File: config.mk
export PLATFORM = sky130hd
export DESIGN_NAME = timer16_waveform_output_control
export DESIGN_NICKNAME = d
export VERILOG_FILES = /design/src/rtl/timer16_waveform_output_control.v /design/src/rtl/wave_mode_decode.v
export VERILOG_INCLUDE_DIRS = /design/src /design/src/rtl
export SDC_FILE = /design/constraint.sdc
export NUM_CORES = 1
export LEC_CHECK = 0
export ABC_AREA = 1
export BUFFER_PORTS_ARGS = -buffer_cell sky130_fd_sc_hd__buf_2
export CORE_MARGIN = 2
export CORE_UTILIZATION = 55
export DETAILED_ROUTE_END_ITERATION = 16
export PLACE_DENSITY_LB_ADDON = 0.12
export SLEW_MARGIN = 20
export SYNTH_ARGS = -nofsm -noshare
export SYNTH_HDL_FRONTEND = slang
export SYNTH_SLANG_ARGS = --single-unit
File: constraint.sdc
create_clock -name aclk -period 6.7 [get_ports aclk]
set_clock_uncertainty 0.2 [all_clocks]
set_input_delay 0.67 -clock aclk [delete_from_list [all_inputs] [get_ports aclk]]
set_output_delay 0.67 -clock aclk [all_outputs]
set_load 0.05 [all_outputs]
File: src/rtl/tc_wave_map.vh
// Register map, field positions and mode encodings of the waveform timer
`ifndef TC_WAVE_MAP_VH
`define TC_WAVE_MAP_VH

`define OFS_CTRL_A   6'h00
`define OFS_CTRL_B   6'h04
`define OFS_PIN_EN   6'h08
`define OFS_CMP_A    6'h0C
`define OFS_CMP_B    6'h10
`define OFS_CAPT     6'h14
`define OFS_STATUS   6'h18
`define OFS_MASK     6'h1C
`define OFS_COUNT    6'h20

`define CA_MODE_A    7:6
`define CA_MODE_B    5:4
`define CA_RSVD      3:2
`define CA_WGM_LO    1:0
`define CB_WGM_HI    4:3
`define CB_CSEL      2:0
`define PE_B         7:4
`define PE_A         3:0

`define ST_OVF       0
`define ST_MATCH_A   1
`define ST_MATCH_B   2

`define RST_BYTE     8'h00
`define RST_WORD     16'h0000
`define RST_ST       3'h0

`define TOP_MAX      16'hFFFF
`define TOP_8B       16'h00FF
`define TOP_9B       16'h01FF
`define TOP_10B      16'h03FF
`define BOTTOM       16'h0000

`define CLS_NONPWM   2'h0
`define CLS_FAST     2'h1
`define CLS_DUAL     2'h2

`define PT_IMM       2'h0
`define PT_TOP       2'h1
`define PT_BOT       2'h2
`define PT_MAX       2'h3

`define TS_FIXED     2'h0
`define TS_CMPA      2'h1
`define TS_CAPT      2'h2

`define COM_OFF      2'h0
`define COM_TOGGLE   2'h1
`define COM_CLEAR    2'h2
`define COM_SET      2'h3

`define CS_DIV1      3'h1
`define CS_DIV8      3'h2
`define CS_DIV64     3'h3
`define CS_DIV256    3'h4
`define CS_DIV1024   3'h5
`define DIV_1        10'h000
`define DIV_8        10'h007
`define DIV_64       10'h03F
`define DIV_256      10'h0FF
`define DIV_1024     10'h3FF

`define RESP_OKAY    2'h0
`define RESP_SLVERR  2'h2

`endif

File: src/rtl/timer16_waveform_output_control.v
// 16-bit timer waveform generation and compare output control, AXI4-Lite
`timescale 1ns/1ns
`include "tc_wave_map.vh"

module timer16_waveform_output_control (
    input  wire        aclk,             // 250 MHz clock
    input  wire        aresetn,          // Synchronous reset, active low
    input  wire [5:0]  s_axi_awaddr,     // Write address
    input  wire        s_axi_awvalid,    // Write address valid
    output reg         s_axi_awready,    // Write address ready
    input  wire [31:0] s_axi_wdata,      // Write data
    input  wire [3:0]  s_axi_wstrb,      // Write byte lanes
    input  wire        s_axi_wvalid,     // Write data valid
    output reg         s_axi_wready,     // Write data ready
    output reg  [1:0]  s_axi_bresp,      // Write response
    output reg         s_axi_bvalid,     // Write response valid
    input  wire        s_axi_bready,     // Write response ready
    input  wire [5:0]  s_axi_araddr,     // Read address
    input  wire        s_axi_arvalid,    // Read address valid
    output reg         s_axi_arready,    // Read address ready
    output reg  [31:0] s_axi_rdata,      // Read data
    output reg  [1:0]  s_axi_rresp,      // Read response
    output reg         s_axi_rvalid,     // Read data valid
    input  wire        s_axi_rready,     // Read data ready
    output reg         chan_a_wave_out,  // Channel A waveform level
    output reg         chan_b_wave_out,  // Channel B waveform level
    output reg  [3:0]  chan_a_pin_drive, // Channel A owns these pins
    output reg  [3:0]  chan_b_pin_drive, // Channel B owns these pins
    output reg         irq               // Level interrupt
);

    reg  [1:0]  mode_a_q;
    reg  [1:0]  mode_b_q;
    reg  [1:0]  wgm_lo_q;
    reg  [1:0]  wgm_hi_q;
    reg  [2:0]  csel_q;
    reg  [7:0]  pin_en_q;
    reg  [15:0] buf_a_q;
    reg  [15:0] buf_b_q;
    reg  [15:0] capt_q;
    reg  [31:0] ocr_act_q;
    reg  [2:0]  st_q;
    reg  [2:0]  mask_q;
    reg  [15:0] cnt_q;
    reg         up_q;
    reg  [9:0]  ps_q;
    reg         aw_hold_q;
    reg  [5:0]  aw_addr_q;
    reg         w_hold_q;
    reg  [31:0] w_data_q;
    reg  [3:0]  w_strb_q;

    wire [3:0]  waveform_mode_number = {wgm_hi_q, wgm_lo_q};
    wire [1:0]  wave_class;
    wire [1:0]  top_src;
    wire [15:0] fixed_top;
    wire [1:0]  upd_point;
    wire [1:0]  ovf_point;

    wave_mode_decode u_decode (
        .waveform_mode_number (waveform_mode_number),
        .wave_class           (wave_class),
        .top_src              (top_src),
        .fixed_top            (fixed_top),
        .upd_point            (upd_point),
        .ovf_point            (ovf_point)
    );

    // Output level after one clock tick for a channel
    function wave_next;
        input [1:0] cls;
        input [1:0] com;
        input       hit;
        input       top_ev;
        input       up;
        input       alt_tog;
        input       cur;
        begin
            wave_next = cur;
            if (com == `COM_TOGGLE)
            begin
                if (hit && (cls == `CLS_NONPWM || alt_tog))
                    wave_next = ~cur;
            end
            else if (com != `COM_OFF)
            begin
                case (cls)
                    `CLS_NONPWM: if (hit) wave_next = (com == `COM_SET);
                    `CLS_FAST:
                    begin
                        if (top_ev)
                            wave_next = (com == `COM_CLEAR);
                        else if (hit)
                            wave_next = (com == `COM_SET);
                    end
                    `CLS_DUAL:   if (hit) wave_next = (com == `COM_SET) ? up : ~up;
                    default:     wave_next = cur;
                endcase
            end
        end
    endfunction

    // Prescaler; external clock codes have no pin here and leave the counter stopped
    reg  [9:0] div_lim;
    reg        run;
    always @*
    begin
        run = 1'b1;
        case (csel_q)
            `CS_DIV1:    div_lim = `DIV_1;
            `CS_DIV8:    div_lim = `DIV_8;
            `CS_DIV64:   div_lim = `DIV_64;
            `CS_DIV256:  div_lim = `DIV_256;
            `CS_DIV1024: div_lim = `DIV_1024;
            default:
            begin
                div_lim = `DIV_1;
                run     = 1'b0;
            end
        endcase
    end
    wire tick = run && (ps_q == div_lim);

    reg [15:0] top;
    always @*
    begin
        case (top_src)
            `TS_CMPA: top = ocr_act_q[15:0];
            `TS_CAPT: top = capt_q;
            default:  top = fixed_top;
        endcase
    end

    wire at_top = (cnt_q == top);
    wire at_bot = (cnt_q == `BOTTOM);
    // Turning points count as the slope they begin, so extreme compares hold steady
    wire eff_up = at_top ? 1'b0 : (at_bot ? 1'b1 : up_q);
    wire top_ev = tick && at_top;

    reg ovf_ev;
    reg upd_ev;
    always @*
    begin
        case (ovf_point)
            `PT_TOP: ovf_ev = top_ev;
            `PT_BOT: ovf_ev = tick && at_bot;
            default: ovf_ev = tick && (cnt_q == `TOP_MAX);
        endcase
        case (upd_point)
            `PT_TOP: upd_ev = top_ev;
            `PT_BOT: upd_ev = tick && at_bot;
            default: upd_ev = 1'b1;
        endcase
    end

    wire [3:0]  com_all = {mode_b_q, mode_a_q};
    wire [31:0] buf_all = {buf_b_q, buf_a_q};
    wire [1:0]  wave_cur = {chan_b_wave_out, chan_a_wave_out};
    wire [1:0]  wave_d;
    wire [7:0]  drive_d;
    wire [1:0]  match_v;

    genvar ch;
    generate
        for (ch = 0; ch < 2; ch = ch + 1)
        begin : g_chan
            wire [1:0]  com = com_all[2*ch+1:2*ch];
            wire [15:0] ocr = ocr_act_q[16*ch+15:16*ch];
            wire        alt = wgm_hi_q[1] && (ch == 0);
            wire        pwm = (wave_class != `CLS_NONPWM);
            wire        hit = tick && (cnt_q == ocr);
            // Match on top is dropped in fast PWM when the top action owns it
            wire        hit_eff = hit && !(wave_class == `CLS_FAST && com[1] && ocr == top);
            wire        conn = (com != `COM_OFF) &&
                               !(pwm && com == `COM_TOGGLE && !alt);
            assign match_v[ch] = hit;
            assign wave_d[ch] = wave_next(wave_class, com, hit_eff, top_ev, eff_up, alt, wave_cur[ch]);
            assign drive_d[4*ch+3:4*ch] = pin_en_q[4*ch+3:4*ch] & {4{conn}};
        end
    endgenerate

    // Counter and compare buffers
    always @(posedge aclk)
    begin
        if (!aresetn)
        begin
            cnt_q     <= `RST_WORD;
            up_q      <= 1'b1;
            ps_q      <= `DIV_1;
            ocr_act_q <= {`RST_WORD, `RST_WORD};
        end
        else
        begin
            ps_q <= (tick || !run) ? `DIV_1 : ps_q + 10'h001;
            if (upd_ev)
                ocr_act_q <= buf_all;
            if (tick)
            begin
                if (wave_class == `CLS_DUAL)
                begin
                    if (up_q && at_top)
                    begin
                        up_q  <= 1'b0;
                        cnt_q <= at_bot ? cnt_q : cnt_q - 16'h0001;
                    end
                    else if (!up_q && at_bot)
                    begin
                        up_q  <= 1'b1;
                        cnt_q <= cnt_q + 16'h0001;
                    end
                    else
                        cnt_q <= up_q ? cnt_q + 16'h0001 : cnt_q - 16'h0001;
                end
                else
                begin
                    up_q  <= 1'b1;
                    cnt_q <= at_top ? `BOTTOM : cnt_q + 16'h0001;
                end
            end
        end
    end

    // Outputs and interrupt status; a new event beats a same-cycle clear
    wire        wr_go  = aw_hold_q && w_hold_q && !s_axi_bvalid;
    wire        st_wr  = wr_go && (aw_addr_q == `OFS_STATUS) && w_strb_q[0];
    wire [2:0]  st_set = {match_v[1], match_v[0], ovf_ev};
    wire [2:0]  st_d   = (st_q & ~(st_wr ? w_data_q[2:0] : 3'h0)) | st_set;

    always @(posedge aclk)
    begin
        if (!aresetn)
        begin
            chan_a_wave_out  <= 1'b0;
            chan_b_wave_out  <= 1'b0;
            chan_a_pin_drive <= 4'h0;
            chan_b_pin_drive <= 4'h0;
            st_q             <= `RST_ST;
            irq              <= 1'b0;
        end
        else
        begin
            chan_a_wave_out  <= wave_d[0];
            chan_b_wave_out  <= wave_d[1];
            chan_a_pin_drive <= drive_d[`PE_A];
            chan_b_pin_drive <= drive_d[`PE_B];
            st_q             <= st_d;
            irq              <= |(st_d & mask_q);
        end
    end

    // AXI4-Lite write side
    always @(posedge aclk)
    begin
        if (!aresetn)
        begin
            s_axi_awready <= 1'b1;
            s_axi_wready  <= 1'b1;
            s_axi_bvalid  <= 1'b0;
            s_axi_bresp   <= `RESP_OKAY;
            aw_hold_q     <= 1'b0;
            aw_addr_q     <= 6'h00;
            w_hold_q      <= 1'b0;
            w_data_q      <= 32'h00000000;
            w_strb_q      <= 4'h0;
            mode_a_q      <= 2'h0;
            mode_b_q      <= 2'h0;
            wgm_lo_q      <= 2'h0;
            wgm_hi_q      <= 2'h0;
            csel_q        <= 3'h0;
            pin_en_q      <= `RST_BYTE;
            buf_a_q       <= `RST_WORD;
            buf_b_q       <= `RST_WORD;
            capt_q        <= `RST_WORD;
            mask_q        <= `RST_ST;
        end
        else
        begin
            if (s_axi_awvalid && s_axi_awready)
            begin
                aw_hold_q     <= 1'b1;
                aw_addr_q     <= s_axi_awaddr;
                s_axi_awready <= 1'b0;
            end
            if (s_axi_wvalid && s_axi_wready)
            begin
                w_hold_q     <= 1'b1;
                w_data_q     <= s_axi_wdata;
                w_strb_q     <= s_axi_wstrb;
                s_axi_wready <= 1'b0;
            end
            if (wr_go)
            begin
                aw_hold_q    <= 1'b0;
                w_hold_q     <= 1'b0;
                s_axi_bvalid <= 1'b1;
                s_axi_bresp  <= `RESP_OKAY;
                case (aw_addr_q)
                    `OFS_CTRL_A: if (w_strb_q[0])
                    begin
                        mode_a_q <= w_data_q[`CA_MODE_A];
                        mode_b_q <= w_data_q[`CA_MODE_B];
                        wgm_lo_q <= w_data_q[`CA_WGM_LO];
                    end
                    `OFS_CTRL_B: if (w_strb_q[0])
                    begin
                        wgm_hi_q <= w_data_q[`CB_WGM_HI];
                        csel_q   <= w_data_q[`CB_CSEL];
                    end
                    `OFS_PIN_EN: if (w_strb_q[0]) pin_en_q <= w_data_q[7:0];
                    `OFS_CMP_A:
                    begin
                        if (w_strb_q[0]) buf_a_q[7:0]  <= w_data_q[7:0];
                        if (w_strb_q[1]) buf_a_q[15:8] <= w_data_q[15:8];
                    end
                    `OFS_CMP_B:
                    begin
                        if (w_strb_q[0]) buf_b_q[7:0]  <= w_data_q[7:0];
                        if (w_strb_q[1]) buf_b_q[15:8] <= w_data_q[15:8];
                    end
                    `OFS_CAPT:
                    begin
                        if (w_strb_q[0]) capt_q[7:0]  <= w_data_q[7:0];
                        if (w_strb_q[1]) capt_q[15:8] <= w_data_q[15:8];
                    end
                    `OFS_MASK:   if (w_strb_q[0]) mask_q <= w_data_q[2:0];
                    `OFS_STATUS, `OFS_COUNT: s_axi_bresp <= `RESP_OKAY;
                    default:     s_axi_bresp <= `RESP_SLVERR;
                endcase
            end
            if (s_axi_bvalid && s_axi_bready)
            begin
                s_axi_bvalid  <= 1'b0;
                s_axi_awready <= 1'b1;
                s_axi_wready  <= 1'b1;
            end
        end
    end

    // AXI4-Lite read side
    always @(posedge aclk)
    begin
        if (!aresetn)
        begin
            s_axi_arready <= 1'b1;
            s_axi_rvalid  <= 1'b0;
            s_axi_rdata   <= 32'h00000000;
            s_axi_rresp   <= `RESP_OKAY;
        end
        else if (s_axi_arvalid && s_axi_arready)
        begin
            s_axi_arready <= 1'b0;
            s_axi_rvalid  <= 1'b1;
            s_axi_rresp   <= `RESP_OKAY;
            s_axi_rdata   <= 32'h00000000;
            case (s_axi_araddr)
                `OFS_CTRL_A: s_axi_rdata[7:0] <= {mode_a_q, mode_b_q, 2'b00, wgm_lo_q};
                `OFS_CTRL_B: s_axi_rdata[4:0] <= {wgm_hi_q, csel_q};
                `OFS_PIN_EN: s_axi_rdata[7:0] <= pin_en_q;
                `OFS_CMP_A:  s_axi_rdata[15:0] <= buf_a_q;
                `OFS_CMP_B:  s_axi_rdata[15:0] <= buf_b_q;
                `OFS_CAPT:   s_axi_rdata[15:0] <= capt_q;
                `OFS_STATUS: s_axi_rdata[2:0] <= st_q;
                `OFS_MASK:   s_axi_rdata[2:0] <= mask_q;
                `OFS_COUNT:  s_axi_rdata[16:0] <= {up_q, cnt_q};
                default:     s_axi_rresp <= `RESP_SLVERR;
            endcase
        end
        else if (s_axi_rvalid && s_axi_rready)
        begin
            s_axi_rvalid  <= 1'b0;
            s_axi_arready <= 1'b1;
        end
    end

endmodule // timer16_waveform_output_control

File: src/rtl/wave_mode_decode.v
// Decoder from the four-bit waveform mode number to counter behaviour
`timescale 1ns/1ns
`include "tc_wave_map.vh"

module wave_mode_decode (
    input  wire [3:0]  waveform_mode_number, // Combined mode number
    output reg  [1:0]  wave_class,           // Non-PWM, fast or dual-slope
    output reg  [1:0]  top_src,              // Fixed, compare A or capture
    output reg  [15:0] fixed_top,            // Top when source is fixed
    output reg  [1:0]  upd_point,            // Compare buffer load point
    output reg  [1:0]  ovf_point             // Overflow flag point
);

    always @*
    begin
        wave_class = `CLS_NONPWM;
        top_src    = `TS_FIXED;
        fixed_top  = `TOP_MAX;
        upd_point  = `PT_IMM;
        ovf_point  = `PT_MAX;
        case (waveform_mode_number)
            4'h1, 4'h2, 4'h3:
            begin
                wave_class = `CLS_DUAL;
                upd_point  = `PT_TOP;
                ovf_point  = `PT_BOT;
                fixed_top  = (waveform_mode_number == 4'h1) ? `TOP_8B :
                             (waveform_mode_number == 4'h2) ? `TOP_9B : `TOP_10B;
            end
            4'h4:    top_src = `TS_CMPA;
            4'h5, 4'h6, 4'h7:
            begin
                wave_class = `CLS_FAST;
                upd_point  = `PT_TOP;
                ovf_point  = `PT_TOP;
                fixed_top  = (waveform_mode_number == 4'h5) ? `TOP_8B :
                             (waveform_mode_number == 4'h6) ? `TOP_9B : `TOP_10B;
            end
            4'h8, 4'h9:
            begin
                wave_class = `CLS_DUAL;
                top_src    = waveform_mode_number[0] ? `TS_CMPA : `TS_CAPT;
                upd_point  = `PT_BOT;
                ovf_point  = `PT_BOT;
            end
            4'hA, 4'hB:
            begin
                wave_class = `CLS_DUAL;
                top_src    = waveform_mode_number[0] ? `TS_CMPA : `TS_CAPT;
                upd_point  = `PT_TOP;
                ovf_point  = `PT_BOT;
            end
            4'hC:    top_src = `TS_CAPT;
            4'hE, 4'hF:
            begin
                wave_class = `CLS_FAST;
                top_src    = waveform_mode_number[0] ? `TS_CMPA : `TS_CAPT;
                upd_point  = `PT_TOP;
                ovf_point  = `PT_TOP;
            end
            // Reserved 13 runs as normal so the counter stays defined
            default: wave_class = `CLS_NONPWM;
        endcase
    end

endmodule // wave_mode_decode

==> results.sh <==
export IMPL_p_per_area_mw_per_mm2=210
export IMPL_core_area_sq_mm=0.0193
export IMPL_drt_total_wl_um=31000
export IMPL_setup_violations=0
export IMPL_fin_crit_ns=4.46
export IMPL_grt_pass1_wl_um=49900
export IMPL_ff2ff_path_depth=21
export IMPL_dp_hpwl_um=22900
export IMPL_drtIter0Drc=858
export IMPL_grt_antenna_before_repair=0
export IMPL_holdBufCountCts=0
export IMPL_vias=10400
export IMPL_cts_tree="yes"
export IMPL_outcome="complete, no violations"
export IMPL_dp_cells=1840
export IMPL_ant_nets=0
export IMPL_multi_input_area_sq_mm=0.00589
export IMPL_n_antenna_cell=0
export IMPL_tns_ns=0
export IMPL_grt_pass1_vias=9571
export IMPL_endpoint_kind="register"
export IMPL_synth_ff_type="dfxtp_1"
export IMPL_r2r_slack_ns=2.24
export IMPL_synthCells=1571
export IMPL_max_freq_mhz=224
export IMPL_cts_buffers=17
export IMPL_placementRows=51
export IMPL_period_share_pct=66.5
export IMPL_hp_class="reg2reg"
export IMPL_cp_max_fo=33
export IMPL_slew_viol_final=0
export IMPL_cp_required_ns=6.85
export IMPL_postCtsSetupRepairBufs=0
export IMPL_whs_ns=0.265
export IMPL_fillCellCount=1894
export IMPL_yosysSeqAreaShare_pct=35.8
export IMPL_holdPathStages=2
export IMPL_remaining_drc_errors=0
export IMPL_syn_avg_cell_area_sq_um=6.87
export IMPL_clk_path_buf_depth=2
export IMPL_tightest_slew_ns=1.08
export IMPL_gr_usage_all_layers_pct=30.8
export IMPL_worstReg2RegEnd="ocr_act_q[29]$_SDFFE_PN0P_"
export IMPL_synthToLayoutAreaGrowth_pct=8.14
export IMPL_first_pass_iters=6
export IMPL_clock_root_buffer="clkbuf_16"
export IMPL_die_h_um=144
export IMPL_netlist_area_sq_mm=0.0108
export IMPL_finalHoldViolations=0
export IMPL_gp_congestion=0.948
export IMPL_grt_overflow=0
export IMPL_yosys_warnings=0
export IMPL_clk_latency_ns=0.46
export IMPL_path_clk_slew_ns=0.08
export IMPL_htree_levels=4
export IMPL_layout_cells_non_filler=1872
export IMPL_p_leak_nw=4.75
export IMPL_max_slew_margin_pct=27.9
export IMPL_start_util_pct=55.8
export IMPL_synth_edf_count=0
export IMPL_routed_via_density=5.53
export IMPL_cts_sinks=193
export IMPL_worstHoldStart="s_axi_rdata[11]$_SDFFE_PN0P_"
export IMPL_worst_ir_drop_vdd_uv=225
export IMPL_seq_area_sq_mm=0.00386
export IMPL_io_buffers=71
export IMPL_synthDistinctLibCells=49
export IMPL_die_area_sq_mm=0.0208
export IMPL_grt_max_degree=108
export IMPL_cap_violations=0
export IMPL_ctsResizeCount=0
export IMPL_io_pins=107
export IMPL_hold_end="s_axi_rdata[11]$_SDFFE_PN0P_"
export IMPL_cp_arrival_ns=4.60
export IMPL_regToRegStartpoint="wgm_hi_q[1]$_SDFFE_PN0P_"
export IMPL_ys_async_sr_fraction_pct=0
export IMPL_finalNetCount=1661
export IMPL_rsz0062_at_grt="false"
export IMPL_wire_per_inst_um=16.6
export IMPL_layout_drive_gt1_share_pct=11.8
export IMPL_timing_worst_setup_path_type="reg2reg"
export IMPL_ys_ff_latch=193
export IMPL_crit_path_start_kind="register"
export IMPL_die_x_um=144
where the power goes:
| group | switching (mW) | leakage, nW | internal (mW) |
|---|---|---|---|
| Sequential | 0.0132 | 1.56 | 1.17 |
| Combinational | 0.141 | 2.89 | 0.0442 |
| Clock | 0.564 | 0.298 | 0.517 |
cell usage in the layout, fill, tap and decap left out, drive strengths merged, types with 2 or more instances in the layout:
cell	n
nand3b	3
a211oi	46
o22ai	13
ha	12
a221oi	11
or2	6
a31oi	8
o211ai	7
buf	75
nor2	240
dfxtp	193
xor2	30
a21oi	107
nand2	340
nand3	72
o2111ai	2
o21ai	135
xnor2	12
inv	154
nand4	34
nor3b	2
nor3	27
conb	17
a22oi	19
o31ai	2
nor4	5
clkinv	12
clkbuf	17
flip-flops by register name, summed over array words and instances, names as in the netlist, 2 cells and up:
signal / flops
g_chan.com: 4
chan_b_pin_drive: 4
mask_q: 3
w_data_q: 16
wgm_hi_q: 2
aw_addr_q: 6
chan_a_pin_drive: 4
wgm_lo_q: 2
pin_en_q: 8
capt_q: 16
ocr_act_q: 32
ps_q: 10
buf_b_q: 16
buf_a_q: 16
cnt_q: 16
st_q: 3
csel_q: 3
s_axi_rdata: 17
w_strb_q: 2
critical path: stages (launching register included):
cell and delay, ns:
dfxtp_1 0.46, inv_1 0.15, a21oi_1 0.14, inv_1 0.05
o21ai_0 0.26, ha_1 0.30, inv_2 0.38, nor2_2 0.10
nand2_2 0.27, nand2_1 0.19, inv_1 0.12, nand2_1 0.05
nand2_1 0.06, nand2_1 0.07, nor2_4 0.17, nand3_4 0.17
nor2_4 0.18, nand2_2 0.08, nand2_4 0.35, inv_4 0.32
nor2_2 0.17, nor2_1 0.06
cells in the mapped netlist (all sizes together), types with 13 or more instances:
master  count  area [sq um]
nand2     340          1340
nor2      240          1020
dfxtp     193          3860
inv       147           554
o21ai     135           683
a21oi     107           536
nand3      72           410
buf        49           387
a211oi     46           345
clkbuf     38           143
nand4      34           228
xor2       30           263
nor3       27           140
a22oi      19           143
o22ai      13          81.3
how the worst max path moves through the flow:
stage	start	endpoint	cells after the start
floorplan	wgm_hi_q[1]$_SDFFE_PN0P_	cnt_q[8]$_SDFFE_PN0P_	23
global placement	wgm_hi_q[1]$_SDFFE_PN0P_	ocr_act_q[28]$_SDFFE_PN0P_	21
detailed placement	wgm_hi_q[1]$_SDFFE_PN0P_	ocr_act_q[29]$_SDFFE_PN0P_	21
CTS	wgm_hi_q[1]$_SDFFE_PN0P_	ocr_act_q[29]$_SDFFE_PN0P_	21
global route	wgm_hi_q[1]$_SDFFE_PN0P_	ocr_act_q[3]$_SDFFE_PN0P_	21
finish	wgm_hi_q[1]$_SDFFE_PN0P_	ocr_act_q[29]$_SDFFE_PN0P_	21
logic make-up after synthesis:
| kind of cell | Yosys count | share of synthesized area (%) |
|---|---|---|
| flops | 193 | 35.8 |
| other cells | 1 | 0.0347 |
| fa+ha+maj | 12 | 1.39 |
| xor+xnor | 42 | 3.41 |
| simple gates | 730 | 30.2 |
| compound gates | 354 | 19.0 |
| buf+inv | 239 | 10.2 |
metal layers:
| metal | GRT usage, % | up-vias | share of wire [%] |
|---|---|---|---|
| met5 | 0 | - | 0 |
| met4 | 9.70 | 0 | 2.5 |
| met3 | 6.06 | 45 | 7.2 |
| met2 | 46.8 | 351 | 43 |
| met1 | 44.0 | 4714 | 47 |
| li1 | - | 5251 | - |
cell type report:
cell class                 count  share of cell area (%)
sequential                   193                    33.1
inverter                     152                    4.91
clock buffer                  17                    3.64
multi-input combinational   1155                    50.5
timing repair buffer          75                    3.30
clock inverter                15                    1.71
tap                          265                    2.84
stage by stage:
step,total power [mW],area [sq um],setup WS (ns),utilization (%)
after floorplan,1.35,10900,3.68,-
after global placement,1.39,11000,2.50,57.1
after detailed placement,1.39,11000,2.41,57.1
after CTS,2.45,11700,2.36,60.4
after global routing,2.52,11700,1.90,60.4
final,2.45,11700,2.24,60.4
No activity file was read; power rests on OpenSTA's default activity.
